### config.mk
export PLATFORM = sky130hd
export DESIGN_NAME = nrre_core
export DESIGN_NICKNAME = d
export VERILOG_FILES = /design/src/inc/nrre_pkg.sv /design/src/logic/nrre_alu.sv /design/src/logic/nrre_core.sv
export SDC_FILE = /design/constraint.sdc
export NUM_CORES = 1
export LEC_CHECK = 0
export ABC_AREA = 1
export BUFFER_PORTS_ARGS = -buffer_cell sky130_fd_sc_hd__buf_2
export CORE_AREA = 2 2 109 111
export CTS_BUF_LIST = sky130_fd_sc_hd__clkbuf_4 sky130_fd_sc_hd__clkbuf_8
export CTS_CLUSTER_DIAMETER = 120
export DETAILED_ROUTE_END_ITERATION = 10
export DIE_AREA = 0 0 111 113
export HOLD_SLACK_MARGIN = 0.1
export SETUP_SLACK_MARGIN = 0.02
export SLEW_MARGIN = 20
export SYNTH_ARGS = -nofsm -noshare
export SYNTH_HDL_FRONTEND = slang
export SYNTH_SLANG_ARGS = --single-unit
### constraint.sdc
create_clock -name clock -period 1.8 [get_ports clock]
set_clock_uncertainty 0.1 [all_clocks]
set_input_delay 0.09 -clock clock [delete_from_list [all_inputs] [get_ports clock]]
set_output_delay 0.09 -clock clock [all_outputs]
set_load 0.02 [all_outputs]
### src/inc/nrre_pkg.sv
package nrre_pkg;

    // ==========================================================
    // Opcode patterns, upper bits or whole instruction word
    // ==========================================================
    localparam logic [6:0]  OP_NEGATE_HI7     = 7'h16;   // 0010 110s
    localparam logic [6:0]  OP_ROT_LEFT_HI7   = 7'h11;   // 0010 001d
    localparam logic [6:0]  OP_ROT_LC_HI7     = 7'h0d;   // 0001 101d
    localparam logic [6:0]  OP_ROT_RC_HI7     = 7'h0c;   // 0001 100d
    localparam logic [7:0]  OP_RET_LIT_HI8    = 8'hb6;   // 1011 0110
    localparam logic [15:0] OP_RETURN         = 16'h0002;
    localparam logic [15:0] OP_RET_INT        = 16'h0005;
    localparam logic [15:0] OP_NOP            = 16'h0000;

    // ==========================================================
    // Field positions and reset values
    // ==========================================================
    localparam int          SEL_BIT_POS       = 8;       // s or d bit
    localparam int          GLOBAL_INT_DISABLE_POS        = 4;       // cpu_status_reg bit
    localparam int          OVF_POS           = 3;
    localparam int          ZERO_POS          = 2;
    localparam int          DC_POS            = 1;
    localparam int          CARRY_POS         = 0;
    localparam logic [7:0]  WORKING_RESET     = 8'h00;
    localparam logic [7:0]  CPU_STATUS_RESET  = 8'h10;
    localparam logic [7:0]  ALU_STATUS_RESET  = 8'h00;
    localparam logic [15:0] PC_RESET          = 16'h0000;
    localparam logic [7:0]  PC_HIGH_RESET     = 8'h00;
    localparam logic [1:0]  PHASE_LAST        = 2'h3;    // four phases a cycle

    // ==========================================================
    // Types
    // ==========================================================
    typedef enum logic [2:0] {
        NRRE_OP_NOP,
        NRRE_OP_NEGATE,
        NRRE_OP_ROT_LC,
        NRRE_OP_ROT_LEFT,
        NRRE_OP_ROT_RC,
        NRRE_OP_RETURN,
        NRRE_OP_RET_INT,
        NRRE_OP_RET_LIT
    } nrre_op_type;

    typedef struct packed {
        logic [7:0] result;
        logic       carry;
        logic       digit_carry;
        logic       overflow;
        logic       zero;
    } nrre_alu_type;

    typedef struct packed {
        logic       write_en;
        logic [7:0] addr;
        logic [7:0] data;
    } nrre_mem_wr_type;

endpackage

### src/logic/nrre_alu.sv
`timescale 1ns/100ps
// Combinational datapath for negate and rotate operations
module nrre_alu (
    // Operation select
    input  wire nrre_pkg::nrre_op_type op,
    // Operands
    input  wire logic [7:0]            working,
    input  wire logic [7:0]            file_data,
    input  wire logic                  carry_in,
    // Result and flags
    output nrre_pkg::nrre_alu_type     alu
);

    logic [4:0] low_sum;
    logic [8:0] full_sum;
    logic [7:0] inv_w;

    // ==========================================================
    // Result selection
    // ==========================================================
    always_comb begin
        inv_w    = ~working;
        low_sum  = {1'b0, inv_w[3:0]} + 5'h01;
        full_sum = {1'b0, inv_w} + 9'h001;
        alu      = '0;
        case (op)
            nrre_pkg::NRRE_OP_NEGATE: begin
                alu.result      = full_sum[7:0];
                alu.carry       = full_sum[8];
                alu.digit_carry = low_sum[4];
                // Only 0x80 overflows: sign of a negative source stays negative
                alu.overflow    = (inv_w[7] == 1'b0) && full_sum[7];
                alu.zero        = (full_sum[7:0] == 8'h00);
            end
            nrre_pkg::NRRE_OP_ROT_LC: begin
                alu.result = {file_data[6:0], carry_in};
                alu.carry  = file_data[7];
            end
            nrre_pkg::NRRE_OP_ROT_LEFT: begin
                alu.result = {file_data[6:0], file_data[7]};
            end
            nrre_pkg::NRRE_OP_ROT_RC: begin
                alu.result = {carry_in, file_data[7:1]};
                alu.carry  = file_data[0];
            end
            default: begin
                alu = '0;
            end
        endcase
    end

endmodule

### src/logic/nrre_core.sv
`timescale 1ns/100ps
module nrre_core (
    // Clock and reset
    input  wire logic                  clock,
    input  wire logic                  rst,
    // Program memory
    input  wire logic [15:0]           instr_word,
    output logic      [15:0]           prog_addr,
    // Data memory register file
    input  wire logic [7:0]            file_rd_data,
    output logic      [7:0]            file_rd_addr,
    output nrre_pkg::nrre_mem_wr_type  file_wr,
    // Hardware stack
    input  wire logic [15:0]           stack_top,
    output logic                       stack_pop,
    // Visible state
    output logic      [7:0]            working_reg,
    output logic      [7:0]            cpu_status_reg,
    output logic      [7:0]            alu_status_reg,
    output logic      [7:0]            pc_high_latch,
    output logic      [1:0]            q_phase,
    output logic                       idle_cycle
);

    // ==========================================================
    // State
    // ==========================================================
    // Whole core state in one record, registered in a single process
    typedef struct packed {
        logic [1:0]                 phase;
        logic                       idle;
        logic [15:0]                instr;
        logic [15:0]                pc;
        logic [7:0]                 working;
        logic [7:0]                 cpu_status;
        logic [7:0]                 alu_status;
        logic [7:0]                 pc_high;
        logic                       pop;
        nrre_pkg::nrre_mem_wr_type  wr;
    } nrre_state_type;

    // ==========================================================
    // Signals
    // ==========================================================
    // Op is pure decode of state_q, alu also takes file_rd_data, so they settle each cycle
    nrre_state_type        state_q;
    nrre_state_type        state_d;
    nrre_pkg::nrre_op_type op;
    nrre_pkg::nrre_alu_type alu;
    logic                  sel_bit;

    // ==========================================================
    // Decode
    // ==========================================================
    function automatic nrre_pkg::nrre_op_type decode(input logic [15:0] w);
        nrre_pkg::nrre_op_type o;
        o = nrre_pkg::NRRE_OP_NOP;
        // Seven-bit patterns leave the s or d bit out of the match
        if (w[15:9] == nrre_pkg::OP_NEGATE_HI7) begin
            o = nrre_pkg::NRRE_OP_NEGATE;
        end else if (w[15:9] == nrre_pkg::OP_ROT_LC_HI7) begin
            o = nrre_pkg::NRRE_OP_ROT_LC;
        end else if (w[15:9] == nrre_pkg::OP_ROT_LEFT_HI7) begin
            o = nrre_pkg::NRRE_OP_ROT_LEFT;
        end else if (w[15:9] == nrre_pkg::OP_ROT_RC_HI7) begin
            o = nrre_pkg::NRRE_OP_ROT_RC;
        end else if (w[15:8] == nrre_pkg::OP_RET_LIT_HI8) begin
            o = nrre_pkg::NRRE_OP_RET_LIT;
        end else if (w == nrre_pkg::OP_RETURN) begin
            o = nrre_pkg::NRRE_OP_RETURN;
        end else if (w == nrre_pkg::OP_RET_INT) begin
            o = nrre_pkg::NRRE_OP_RET_INT;
        end else if (w == nrre_pkg::OP_NOP) begin
            o = nrre_pkg::NRRE_OP_NOP;
        end
        // Unknown words fall to no-operation so the core never hangs
        return o;
    endfunction

    // Instruction latched at Q1 is held for the whole cycle
    assign op      = state_q.idle ? nrre_pkg::NRRE_OP_NOP : decode(state_q.instr);
    assign sel_bit = state_q.instr[nrre_pkg::SEL_BIT_POS];

    // One datapath shared by negate and the rotates
    nrre_alu u_alu (
        .op        (op),
        .working   (state_q.working),
        .file_data (file_rd_data),
        .carry_in  (state_q.alu_status[nrre_pkg::CARRY_POS]),
        .alu       (alu)
    );

    // ==========================================================
    // Next state
    // ==========================================================
    always_comb begin
        state_d        = state_q;
        state_d.phase  = state_q.phase + 2'h1;
        state_d.pop    = 1'b0;
        state_d.wr     = '0;
        // Pulses default low so each write or pop stands one clock only
        // Q1: fetch the next word unless this cycle is the idle half of a return
        if (state_q.phase == 2'h0 && !state_q.idle) begin
            state_d.instr = instr_word;
        end
        // Q4: write back and advance
        // Memory read data is used only here, so it may arrive late
        if (state_q.phase == nrre_pkg::PHASE_LAST) begin
            state_d.idle = 1'b0;
            state_d.pc   = state_q.pc + 16'h0001;
            case (op)
                nrre_pkg::NRRE_OP_NEGATE: begin
                    // memory always, working only when s=0
                    state_d.wr.write_en = 1'b1;
                    state_d.wr.addr     = state_q.instr[7:0];
                    state_d.wr.data     = alu.result;
                    if (!sel_bit) begin
                        state_d.working = alu.result;
                    end
                    state_d.alu_status[nrre_pkg::CARRY_POS] = alu.carry;
                    state_d.alu_status[nrre_pkg::DC_POS]    = alu.digit_carry;
                    state_d.alu_status[nrre_pkg::OVF_POS]   = alu.overflow;
                    state_d.alu_status[nrre_pkg::ZERO_POS]  = alu.zero;
                end
                nrre_pkg::NRRE_OP_ROT_LC, nrre_pkg::NRRE_OP_ROT_RC,
                nrre_pkg::NRRE_OP_ROT_LEFT: begin
                    if (sel_bit) begin
                        state_d.wr.write_en = 1'b1;
                        state_d.wr.addr     = state_q.instr[7:0];
                        state_d.wr.data     = alu.result;
                    end else begin
                        state_d.working = alu.result;
                    end
                    if (op != nrre_pkg::NRRE_OP_ROT_LEFT) begin
                        state_d.alu_status[nrre_pkg::CARRY_POS] = alu.carry;
                    end
                end
                nrre_pkg::NRRE_OP_RET_INT: begin
                    // pop into PC, idle cycle follows
                    state_d.pc   = stack_top;
                    state_d.pop  = 1'b1;
                    state_d.idle = 1'b1;
                    state_d.cpu_status[nrre_pkg::GLOBAL_INT_DISABLE_POS] = 1'b0;
                end
                nrre_pkg::NRRE_OP_RETURN: begin
                    state_d.pc   = stack_top;
                    state_d.pop  = 1'b1;
                    state_d.idle = 1'b1;
                end
                nrre_pkg::NRRE_OP_RET_LIT: begin
                    state_d.working = state_q.instr[7:0];
                    state_d.pc      = stack_top;
                    state_d.pop     = 1'b1;
                    state_d.idle    = 1'b1;
                end
                default: begin
                    state_d.pc = state_q.pc + 16'h0001;
                end
            endcase
            // Idle half of a two-cycle return: PC already holds the target
            if (state_q.idle) begin
                state_d.pc = state_q.pc;
            end
        end
    end

    // ==========================================================
    // State register
    // ==========================================================
    // Asynchronous clear; every other update on the rising edge
    always_ff @(posedge clock or posedge rst) begin
        if (rst) begin
            // Constants only; the fields below refine the blanket clear
            state_q            <= '0;
            state_q.pc         <= nrre_pkg::PC_RESET;
            state_q.working    <= nrre_pkg::WORKING_RESET;
            state_q.cpu_status <= nrre_pkg::CPU_STATUS_RESET;
            state_q.alu_status <= nrre_pkg::ALU_STATUS_RESET;
            state_q.pc_high    <= nrre_pkg::PC_HIGH_RESET;
        end else begin
            state_q <= state_d;
        end
    end

    // ==========================================================
    // Outputs, all from flops
    // ==========================================================
    // Straight from state flops, so no output glitches between edges
    assign prog_addr      = state_q.pc;
    assign file_rd_addr   = state_q.instr[7:0];
    assign file_wr        = state_q.wr;
    assign stack_pop      = state_q.pop;
    assign working_reg    = state_q.working;
    assign cpu_status_reg = state_q.cpu_status;
    assign alu_status_reg = state_q.alu_status;
    assign pc_high_latch  = state_q.pc_high;
    assign q_phase        = state_q.phase;
    assign idle_cycle     = state_q.idle;

endmodule

---- Word-level counts from Yosys, hierarchy flattened ----
Cells that the tools add are included.
word-level totals
  flip-flop bits (word level) ............. 66
  input bits .............................. 42
  logic and storage cells ................. 71
operators by class
  $add $sub $neg .......................... 4
  equal/unequal tests ..................... 18
  muxes and demuxes ....................... 19
  bitwise operators ....................... 3
  reduce and logical (&&, ||, !) cells .... 15
operators by type and width
  cell                                                               count
  17-bit one-hot mux with 2 select lines                             1
  8-bit one-hot mux with 4 select lines                              1
  3-bit 2-to-1 mux                                                   8
  18-bit 2-to-1 mux                                                  1
  17-bit 2-to-1 mux                                                  1
  16-bit by 1-bit adder with 16-bit output (second input constant)   1
  16-bit by 2-bit == test with 1-bit output (second input constant)  1
  16-bit by 3-bit == test with 1-bit output (second input constant)  1
  16-bit 2-to-1 mux                                                  1
  8-bit one-hot mux with 2 select lines                              1
  7-bit by 4-bit == test with 1-bit output (second input constant)   2
  7-bit by 5-bit == test with 1-bit output (second input constant)   2
  3-bit == test (second input constant)                              4
  8-bit by 1-bit adder with 9-bit output (second input constant)     1
  8-bit == test (second input constant)                              1
  8-bit logical NOT                                                  1
  8-bit 2-to-1 mux                                                   1
  8-bit NOT                                                          1
  3-bit by 2-bit == test with 1-bit output (second input constant)   2
  2-bit AND reduction                                                3
  3-bit AND reduction                                                2
  3-bit OR reduction                                                 2
  4-bit by 1-bit adder with 5-bit output (second input constant)     1
  2-bit != test (second input constant)                              2
  other kinds (13)                                                   17

---- Longest topological paths before layout ----
Gate-level depths: netlist (run 1).
  word-level depth ........................ 14
  depth in mapped cells ................... 15
  gate-level depth less buffers ........... 15

---- Cells and area by module ----
Synthesis (run 1) repeated with hierarchy kept, for this count alone.
second synthesis, totals
  cell total of the unflattened synthesis .. 584
  area, all modules ....................... 4,444.3 um^2
modules (own cells, without submodules)
  module     times used  cells an instance  area each (um^2)
  nrre_core  1           499                4,022.6
  nrre_alu   1           85                 421.7

---- Worst setup path before layout (run 1) ----
OpenSTA, ideal clock, no wires.
  path type ............................... flip-flop to flip-flop
  start ................................... register state_q[81] (netlist name)
  end ..................................... register working_reg[0] (netlist name)
  arrival time ............................ 1.653 ns
  required time ........................... 1.581 ns
  path slack .............................. -0.071 ns
  cell stages (with the launch flop) ...... 15
  clock period less this slack ............ 1.871 ns
  cells stage by stage .................... dfrtp_1 nor2_2 nand2_2 nor2_4 nand2_2 nand2_4 nor2_8 nor2_8 nand3_2 nand3_1 nand2_1 nand2_4 nand2_4 nand2_1 nand2_1
between the ends
  cells in the longest elaborated chain, start to end .. 13
  elaborated cells on any way between the ends .. 27
RTL lines
  item                                                                          line                                source
  from (decl)                                                                   nrre_core.sv:46                     nrre_state_type state_q;
  from (signal assigned)                                                        nrre_core.sv:181                    state_q <= state_d;
  16-bit by 3-bit == test with 1-bit output                                     nrre_core.sv:71                     end else if (w == nrre_pkg::OP_RET_INT) begin
  3-bit 2-to-1 mux                                                              nrre_core.sv:71
  3-bit 2-to-1 mux                                                              nrre_core.sv:69                     end else if (w == nrre_pkg::OP_RETURN) begin
  3-bit 2-to-1 mux                                                              nrre_core.sv:67                     end else if (w[15:8] == nrre_pkg::OP_RET_LIT_HI8) begin
  3-bit 2-to-1 mux                                                              nrre_core.sv:65                     end else if (w[15:9] == nrre_pkg::OP_ROT_RC_HI7) begin
  3-bit 2-to-1 mux                                                              nrre_core.sv:63                     end else if (w[15:9] == nrre_pkg::OP_ROT_LEFT_HI7) begin
  3-bit 2-to-1 mux                                                              nrre_core.sv:61                     end else if (w[15:9] == nrre_pkg::OP_ROT_LC_HI7) begin
  3-bit 2-to-1 mux *                                                            nrre_core.sv:59                     if (w[15:9] == nrre_pkg::OP_NEGATE_HI7) begin
  3-bit 2-to-1 mux *                                                            nrre_core.sv:81                     assign op = state_q.idle ? nrre_pkg::NRRE_OP_NOP : decode(state_q.instr);
  3-bit == test (tied with other cells)                                         nrre_alu.sv:26, nrre_core.sv:111
  8-bit one-hot mux with 4 select lines or 4-bit OR reduction (tied branches)   --
  8-bit 2-to-1 mux (tied with other cells)                                      nrre_core.sv:117, nrre_core.sv:127
  8-bit one-hot mux with 2 select lines or 3-bit AND reduction (tied branches)  --
Mark *: on every way between the ends. The rest lies on a longest branch, timed or not. The select of a mux whose other input is x is not followed.
A chain may end at the register's enable or synchronous reset.

==> reports/qor.yml, run 1 <==
outcome:
  outcome: "finished, violations left"
  violations: "setup timing"
sta:
  finalHoldViolCount: 0
  period_minus_slack_ns: 2.11
  drv_slew: 0
  fin_tns_setup_ns: -10.13
  setup_viol: 48
  final.setup.worst_slack_ns: -0.309
  max_freq_ghz: 0.474
  grt_setup_unrepaired: "yes"
  fin_crit_sh_pct: 117
critical_path:
  cp-start-kind: "register"
  end_kind: "register"
  cp.arrival_ns: 2.31
  crit_required_ns: 2.01
  crit_type: "register to register"
  critPathMaxFanout: 8
  r2r_setup_slack_ns: -0.31
final_layout:
  final_cell_mix: "99 x buf_2, 97 x nand2_1, 63 x buf_4, 60 x dfrtp_1, 49 x nor2_1"
  final_cells: 869
  largest_reg_flops: 17
  drive_above_1_share_pct: 39.1
  n_antenna_cell: 0
  n_fill_cell: 1064
  nets: 768
  layout_commonest_cell: "buf_2"
  area_growth_pct: 36.4
yosys:
  synth_top_family_by_area: "simple AND/OR/NAND/NOR gates"
  synth_area_leaders: "dfrtp_1 38%, buf_4 13%, nand2_1 9.6%"
  netlist_instances: 561
  synth_mux_area_share_pct: 0
  ys_ff_latch: 66
  synth_top_area_cell: "dfrtp_1"
  synthXorXnorAreaFrac_pct: 2.64
  synth_compound_area_share_pct: 8.34
  syn-mean-instance-area_um2: 7.70
  ys_types: 36
  yosys_warnings: 0
  synth_fa_ha_area_share_pct: 1.45
  ys_seq_area_share_pct: 38.3
  yosysTopAreaCellShare_pct: 37.7
  synth-simple-area-share_pct: 29.5
  syn_area_mm2: 0.00432
routing:
  drt_iter0_drc: 192
  routed_wl_mm: 11.1
  vias_per_cell: 4.57
  drt_pass1_iterations: 4
  wl_per_cell_um: 12.8
  postRouteAntennaNets: 0
  vias: 3971
  drc: 0
power:
  vdd_drop_max_v: 0.000417
  p_leak_nw: 3.16
  power.density_mw_per_mm2: 643
  finalPower_mw: 3.79
global_route:
  grt_overflow_total: 0
  grt_pass1_vias: 3963
  grt.total_usage_pct: 17.9
  grt_pass1_wl_mm: 18.3
  grt_max_degree: 67
  antenna_found_initial: 0
cts:
  h-tree-depth: 3
  cts.sinks: 66
  cts_tree: "done"
  clock_latency_ns: 0.36
  clockRootBuffer: "clkbuf_8"
  clk_pin_slew_ns: 0.08
  cts_max_path_buffers: 2
  cts_buffers: 9
min_path:
  holdCritPathClass: "input pin to asynchronous set/reset pin"
placed_design:
  hpwl_mm: 7.78
  dp.cells: 798
  gp_congestion: 0.931
  portBuffers: 99
run:
  maxCapViolCount: 0
die:
  die-area_mm2: 0.0125
  die_h_um: 113
  die_x_um: 111
  ios: 119
  core_area_mm2: 0.0113
  rows: 39
  start_util_pct: 38.3
==> per-stage QoR <==
step	cell area [um2]	hold slack (ns)	utilization (%)	setup WS, ns
floorplan	4400	0.134	-	-0.0708
global placement	4960	0.122	44.0	-0.206
detailed placement	4960	0.125	44.0	-0.279
CTS	5670	0.284	50.3	-0.232
global route	5890	0.308	52.3	-0.439
finish	5890	0.272	52.3	-0.309
==> worst paths after layout <==
kind,to,cells past startpoint,start
worst max-delay path,file_wr[6],12,state_q[80]
worst min-delay path,prog_addr[5],4,rst
worst max register to register,file_wr[6],12,state_q[80]
worst min register to register,cpu_status_reg[4],2,cpu_status_reg[4]
max in group asynchronous,cpu_status_reg[4],4,rst
min in group clock,cpu_status_reg[4],2,cpu_status_reg[4]
==> per-layer routing <==
metal	vias up	routed length, um	GRT usage (%)
met5	-	0	0
li1	2026	-	-
met4	0	240	7.83
met1	1828	5060	23.1
met3	20	419	2.84
met2	97	5400	29.9
==> power breakdown <==
| group | leakage [nW] | internal, mW | switching (mW) | total (mW) |
|---|---|---|---|---|
| logic | 2.22 | 0.322 | 0.387 | 0.709 |
| clock network | 0.114 | 0.792 | 0.656 | 1.45 |
| registers | 0.825 | 1.55 | 0.0797 | 1.63 |
==> repair_timing <==
action	4_1_cts	5_1_grt
hold endpoints to repair	115	0
gates resized for setup	14	53
endpoints found under the setup margin	48	48
gates cloned	1	0
hold buffers	41	0
setup buffers	3	10
pin swaps	14	16
==> Yosys cell counts <==
library cell	n
nor3_1	7
nand2_4	7
dfstp_2	1
nor2_1	62
o22ai_1	5
nor2_4	4
nor4_1	5
and3_1	1
conb_1	1
inv_1	52
buf_2	2
o21ai_2	2
buf_1	3
o21bai_1	1
xor2_1	9
a21oi_1	20
a31oi_4	1
nand3_2	2
nand3_1	35
nand2_1	110
dfrtp_1	65
nor2_2	3
inv_2	13
ha_1	5
o31ai_1	1
nand4_4	1
nand4_1	14
o21ai_1	7
o21ai_0	19
o211ai_1	6
nor2_8	2
buf_4	75
nand2_2	11
inv_4	2
xnor2_1	4
clkbuf_1	3
==> critical path: stages (launching register included) <==
cell and delay, ns:
dfrtp_2 0.44, nor2_4 0.14, nand2_2 0.08, nor2_4 0.16
nand2_4 0.09, nand4_4 0.14, nand4_1 0.19, buf_4 0.21
nor2_4 0.16, a31oi_4 0.06, inv_4 0.15, nand2_2 0.07
inv_2 0.05
==> cell type report <==
type                       count  area (um2)  share of cell area, %
timing repair buffer         213        1520                   25.8
clock inverter                 7         100                   1.70
sequential                    66        1660                   28.2
multi-input combinational    364        2040                   34.7
inverter                      67         268                   4.54
tap                          143         179                   3.04
clock buffer                   9         124                   2.10
==> cell families (layout without fill, tap and decap cells) <==
logic type,Yosys count,count (layout)
and+or+nand+nor,264,265
buffers and inverters,150,296
DFF,66,66
AOI/OAI and AO/OA,62,62
xor gates and xnor gates,13,13
adders and majority gates,5,5
other,1,19
(Power assumes the default switching activity.)
==> inputs of run 2 (changes only) <==
--- a/config.mk
+++ b/config.mk
@@ -5,13 +5,12 @@
 export SDC_FILE = /design/constraint.sdc
 export NUM_CORES = 1
 export LEC_CHECK = 0
-export ABC_AREA = 1
 export BUFFER_PORTS_ARGS = -buffer_cell sky130_fd_sc_hd__buf_2
-export CORE_AREA = 2 2 109 111
+export CORE_AREA = 2 2 107 109
 export CTS_BUF_LIST = sky130_fd_sc_hd__clkbuf_4 sky130_fd_sc_hd__clkbuf_8
 export CTS_CLUSTER_DIAMETER = 120
 export DETAILED_ROUTE_END_ITERATION = 10
-export DIE_AREA = 0 0 111 113
+export DIE_AREA = 0 0 109 111
 export HOLD_SLACK_MARGIN = 0.1
 export SETUP_SLACK_MARGIN = 0.02
 export SLEW_MARGIN = 20
==> run 2 against run 1 <==
  * Area after synthesis fell by 3.7%
  * First-iteration DRC count increased by 9.9%
  * Flip-flop and latch count did not move
  * The run still ends with setup timing left
  * Sequential power about the same
  * Non-clock buffer count up 27
==> reports/qor.yml, run 2 <==
final_layout:
  nets: 650
  layout_commonest_cell: "buf_2"
  drive_above_1_share_pct: 54.6
  postLayoutCoreUtil_pct: 57.2
  n_antenna_cell: 0
  multi_input_area_mm2: 0.00236
  largest_reg_flops: 17
  n_fill_cell: 938
  final_cell_area_mm2: 0.00633
  area_growth_pct: 52.4
  final_cell_mix: "99 x buf_2, 78 x buf_4, 63 x dfrtp_1, 39 x dlygate4sd3_1, 19 x conb_1"
  seqCellArea_mm2: 0.00166
yosys:
  yosysTopAreaCellShare_pct: 39.1
  synth_top_family_by_area: "buffers and inverters"
  netlist_top_cells_count: "76 x buf_4, 65 x dfrtp_1, 27 x nor2_1, 20 x a21oi_1"
  synth-edff-count: 0
  synth_fa_ha_area_share_pct: 1.50
  synth-async-reset-ratio_pct: 100
  synth_mux_area_share_pct: 9.45
  syn-mean-instance-area_um2: 9.88
  synth_compound_area_share_pct: 17.1
  synthFlopType: "dfrtp_1"
  netlist_instances: 421
  ys_seq_area_share_pct: 39.8
  synth_most_common_cell: "buf_4"
  syn_area_mm2: 0.00416
  synth-simple-area-share_pct: 14.0
  yosys_warnings: 0
  ys_types: 70
  synth_area_leaders: "dfrtp_1 39%, buf_4 14%, mux2_2 4.9%"
  synth_top_area_cell: "dfrtp_1"
  synthXorXnorAreaFrac_pct: 0.843
  ys_ff_latch: 66
routing:
  vias_per_cell: 5.07
  drt_iter0_drc: 211
  wl_per_cell_um: 16.4
  drc: 0
  postRouteAntennaNets: 0
  drt_pass1_iterations: 4
  vias: 3804
  routed_wl_mm: 12.3
cts:
  clk_pin_slew_ns: 0.09
  clockRootBuffer: "clkbuf_8"
  clock_latency_ns: 0.36
  cts.sinks: 66
  cts_max_path_buffers: 2
  h-tree-depth: 3
  cts_tree: "done"
  cts_buffers: 9
sta:
  maxSlewHeadroom_pct: 40.0
  grt_setup_unrepaired: "yes"
  max_freq_ghz: 0.389
  final.setup.worst_slack_ns: -0.770
  drv_slew: 0
  setup_viol: 48
  period_minus_slack_ns: 2.57
  worstMarginPinSlew_ns: 0.901
  fin_crit_sh_pct: 143
  fin_tns_setup_ns: -32.55
  finalHoldViolCount: 0
outcome:
  outcome: "finished, violations left"
  violations: "setup timing"
critical_path:
  cp.arrival_ns: 2.72
  reg2regPathDepth: 8
  path_buf_inv: 1
  crit_required_ns: 1.95
  cp-start-kind: "register"
  end_kind: "register"
  max_stage_delay_ns: 0.46
  cp_top_family: "compound AO/OA/AOI/OAI gates"
  crit_type: "register to register"
  slowest_stage: "dfrtp_2"
  cp_cell_sequence: "and3b_2, o21a_1, or3_4, o211ai_4, a21oi_2, a211o_1, buf_6, mux2_4"
  critPathMaxFanout: 6
  path_depth: 8
die:
  die-area_mm2: 0.0121
  die_h_um: 111
  start_util_pct: 37.5
  rows: 39
  ios: 119
  core_area_mm2: 0.0111
  die_x_um: 109
power:
  power.density_mw_per_mm2: 594
  p_leak_nw: 3.03
  vdd_drop_max_v: 0.000408
  finalPower_mw: 3.76
run:
  maxCapViolCount: 0
min_path:
  hold_depth: 4
  holdCritPathClass: "input pin to register"
global_route:
  grt_pass1_wl_mm: 19.0
  grt_max_degree: 67
  antenna_found_initial: 0
  grt.total_usage_pct: 20.1
  grt_pass1_vias: 3795
  grt_overflow_total: 0
placed_design:
  hpwl_mm: 7.94
  portBuffers: 99
  gp_congestion: 0.911
  place_ws_ns: -0.860
  placed_area_mm2: 0.00494
==> run 2: cell count changes after synthesis, sizes merged, moves of 10 or more <==
| cell | delta |
|---|---|
| nand2 | -112 |
| inv | -48 |
| nor2 | -44 |
| nand3 | -24 |
| mux2 | +22 |
| mux2i | +13 |
| o21ai | -13 |
| nand4 | -12 |
| and2 | +10 |
==> run 2: logic make-up after synthesis <==
kind of cell,Yosys count
xor+xnor,4
mux,35
fa+ha+maj,5
compound gates,95
simple gates,108
flops,66
buf+inv,107
other cells,1
==> run 2: path summary, 6_finish.rpt <==
| check | slack, ns | end | start |
|---|---|---|---|
| max in group asynchronous | 1.01 | cpu_status_reg[4] | rst |
| min in group asynchronous | 0.26 | prog_addr[4] | rst |
| worst max register to register | -0.77 | working_reg[4] | state_q[77] |
| worst max-delay path | -0.77 | working_reg[4] | state_q[77] |
| worst min-delay path | 0.14 | file_wr[2] | file_rd_data[3] |
| worst min register to register | 0.36 | cpu_status_reg[4] | cpu_status_reg[4] |
==> run 2: area by class of cell <==
class	count	share of cell area (%)
sequential	66	26.1
clock inverter	7	1.62
timing repair buffer	240	28.9
timing repair inverter	1	0.119
multi-input combinational	266	37.3
tap	143	2.82
clock buffer	9	1.96
inverter	19	1.19
==> run 2: repair_timing <==
action	in CTS	in global routing
gates cloned	4	0
resized for setup	70	54
hold buffers	39	0
endpoints found under the setup margin	48	52
hold endpoints to repair	108	0
setup buffers	13	10
pin swaps	19	16
==> run 2: power breakdown <==
group / switching [mW] / internal, mW / leakage, nW
clock network: 0.677 / 0.792 / 0.110
registers: 0.0607 / 1.53 / 0.823
logic: 0.380 / 0.318 / 2.10
total: 1.12 / 2.64 / 3.03
==> run 2: per-stage QoR <==
stage / instances / hold WS [ns]
floorplan: 439 / 0.134
global placement: 672 / 0.113
detailed placement: 672 / 0.122
CTS: 743 / 0.109
global route: 751 / 0.164
finish: 751 / 0.143
==> run 2: tightest hold or removal path: stages <==
cell,delay (ns)
buf_2,0.10
a22o_1,0.16
a21oi_1,0.10
nor2_4,0.10
==> run 2: routing by layer <==
| layer | wire [um] | vias up | global-route usage, % |
|---|---|---|---|
| li1 | - | 1789 | - |
| met1 | 5060 | 1866 | 25.9 |
| met2 | 6240 | 120 | 32.7 |
| met3 | 605 | 29 | 3.12 |
| met4 | 404 | 0 | 9.66 |
| met5 | 0 | - | 0 |
==> inputs of run 3 (changes only) <==
--- a/config.mk
+++ b/config.mk
@@ -7,12 +7,13 @@
 export LEC_CHECK = 0
 export BUFFER_PORTS_ARGS = -buffer_cell sky130_fd_sc_hd__buf_2
 export CORE_AREA = 2 2 107 109
-export CTS_BUF_LIST = sky130_fd_sc_hd__clkbuf_4 sky130_fd_sc_hd__clkbuf_8
+export CTS_BUF_LIST = sky130_fd_sc_hd__clkbuf_4 sky130_fd_sc_hd__clkbuf_8 sky130_fd_sc_hd__clkbuf_16
 export CTS_CLUSTER_DIAMETER = 120
 export DETAILED_ROUTE_END_ITERATION = 10
 export DIE_AREA = 0 0 109 111
 export HOLD_SLACK_MARGIN = 0.1
 export SETUP_SLACK_MARGIN = 0.02
+export SKIP_LAST_GASP = 1
 export SLEW_MARGIN = 20
 export SYNTH_ARGS = -nofsm -noshare
 export SYNTH_HDL_FRONTEND = slang
==> run 3 against run 2 <==
  * The run still ends with setup timing left
  * Sequential share of layout area rose by 0.13 points
  * Via count fell by 1.7%
  * Design area fell by 0.36%
  * Critical path type unchanged
  * Critical endpoint is now working_reg[2]
  * Sequential power barely moved
  * Register-to-register slack improved by 0.03 ns
  * Fmax rose by 0.99%
  * Total power rose by 12%
  * Non-clock buffer count fell by 4
  * Worst setup slack improved by 0.025 ns
==> reports/qor.yml, run 3 (synthesis gave the netlist of run 2 again) <==
outcome:
  violations: "setup timing"
  outcome: "finished, violations left"
critical_path:
  path_buf_inv: 0
  cp-start-kind: "register"
  crit_required_ns: 1.92
  max_stage_delay_ns: 0.45
  cp_cell_sequence: "and3b_1, o211a_4, or3_4, o211a_4, a22o_1, a221o_1, mux2_4"
  cp_top_family: "compound AO/OA/AOI/OAI gates"
  crit_type: "register to register"
  end_kind: "register"
  cp.arrival_ns: 2.67
  slowest_stage: "dfrtp_2"
  critPathMaxFanout: 6
  crit_top_cell: "o211a_4"
final_layout:
  area_growth_pct: 51.8
  drive_above_1_share_pct: 53.6
  seqCellArea_mm2: 0.00166
  layout_commonest_cell: "buf_2"
  final_cells: 747
  nets: 646
  largest_reg_flops: 17
  n_fill_cell: 919
  multi_input_area_mm2: 0.00229
  final_cell_mix: "99 x buf_2, 78 x buf_4, 61 x dfrtp_1, 38 x dlygate4sd3_1, 19 x conb_1"
  n_antenna_cell: 0
min_path:
  holdCritPathClass: "input pin to register"
global_route:
  grt_pass1_wl_mm: 18.9
  antenna_found_initial: 0
  grt_overflow_total: 0
  grt.total_usage_pct: 20.1
  grt_max_degree: 67
  grt_pass1_vias: 3784
sta:
  drv_slew: 0
  grt_setup_unrepaired: "yes"
  max_freq_ghz: 0.393
  whs_ns: 0.139
  fin_crit_sh_pct: 141
  final.setup.worst_slack_ns: -0.745
  period_minus_slack_ns: 2.54
  worstMarginPinSlew_ns: 0.728
  setup_viol: 48
  maxSlewHeadroom_pct: 51.5
  fin_tns_setup_ns: -30.07
  finalHoldViolCount: 0
routing:
  wl_per_cell_um: 15.6
  vias: 3740
  drc: 0
  routed_wl_mm: 11.7
  postRouteAntennaNets: 0
  drt_iter0_drc: 227
  drt_pass1_iterations: 4
  vias_per_cell: 5.01
die:
  rows: 39
  die_x_um: 109
  ios: 119
  die-area_mm2: 0.0121
  die_h_um: 111
  start_util_pct: 37.5
  core_area_mm2: 0.0111
power:
  vdd_drop_max_v: 0.000478
  p_leak_nw: 3.03
  finalPower_mw: 4.22
  power.density_mw_per_mm2: 668
cts:
  cts_tree: "done"
  cts.sinks: 66
  clk_pin_slew_ns: 0.06
  clock_latency_ns: 0.33
  h-tree-depth: 3
  cts_buffers: 9
  cts_max_path_buffers: 2
  clockRootBuffer: "clkbuf_16"
run:
  maxCapViolCount: 0
placed_design:
  place_ws_ns: -0.860
  hpwl_mm: 7.94
  dp.cells: 672
  gp_congestion: 0.911
  portBuffers: 99
==> run 3: repair_timing <==
item,4_1_cts,5_1_grt
hold endpoints to repair,103,0
hold buffers,38,0
setup buffers,14,7
setup endpoints to repair,48,56
gates cloned,4,0
pin swaps,24,15
gates resized for setup,90,21
==> run 3: final timing paths <==
path,endpoint,startpoint,slack (ns),depth (start not counted)
max,working_reg[2],state_q[77],-0.74,7
min,file_wr[6],file_rd_data[5],0.14,4
max reg2reg,working_reg[2],state_q[77],-0.74,7
min reg2reg,cpu_status_reg[4],cpu_status_reg[4],0.35,1
max in group asynchronous,cpu_status_reg[4],rst,0.99,4
min in group asynchronous,prog_addr[4],rst,0.29,4
==> run 3: cell type report <==
class	count	share of cell area, %
inverter	19	1.19
multi-input combinational	266	36.2
clock buffer	9	3.57
clock inverter	7	1.63
tap	143	2.83
timing repair buffer	236	28.2
sequential	66	26.3
timing repair inverter	1	0.119
==> run 3: power breakdown <==
part,total (mW),switching [mW],internal [mW]
sequential,1.60,0.0585,1.54
combinational,0.688,0.373,0.315
clock,1.93,0.709,1.22
==> run 3: per-layer routing <==
layer	GRT usage, %	vias to the layer above	share of wire (%)
li1	-	1776	-
met1	25.5	1822	42
met2	32.6	117	50
met3	3.23	25	4.9
met4	10.5	0	3.1
met5	0	-	0
==> run 3: stage by stage <==
step / instance area (um2) / util, %
2_1_floorplan: 4270 / -
3_3_place_gp: 4940 / 44.6
3_5_place_dp: 4940 / 44.6
4_1_cts: 6200 / 56.0
5_1_grt: 6310 / 57.0
6_report: 6310 / 57.0
==> run 3: tightest hold or removal path: stages <==
cell and delay [ns]:
buf_2 0.11, a22o_2 0.16, nor2_1 0.06, nor2_2 0.10
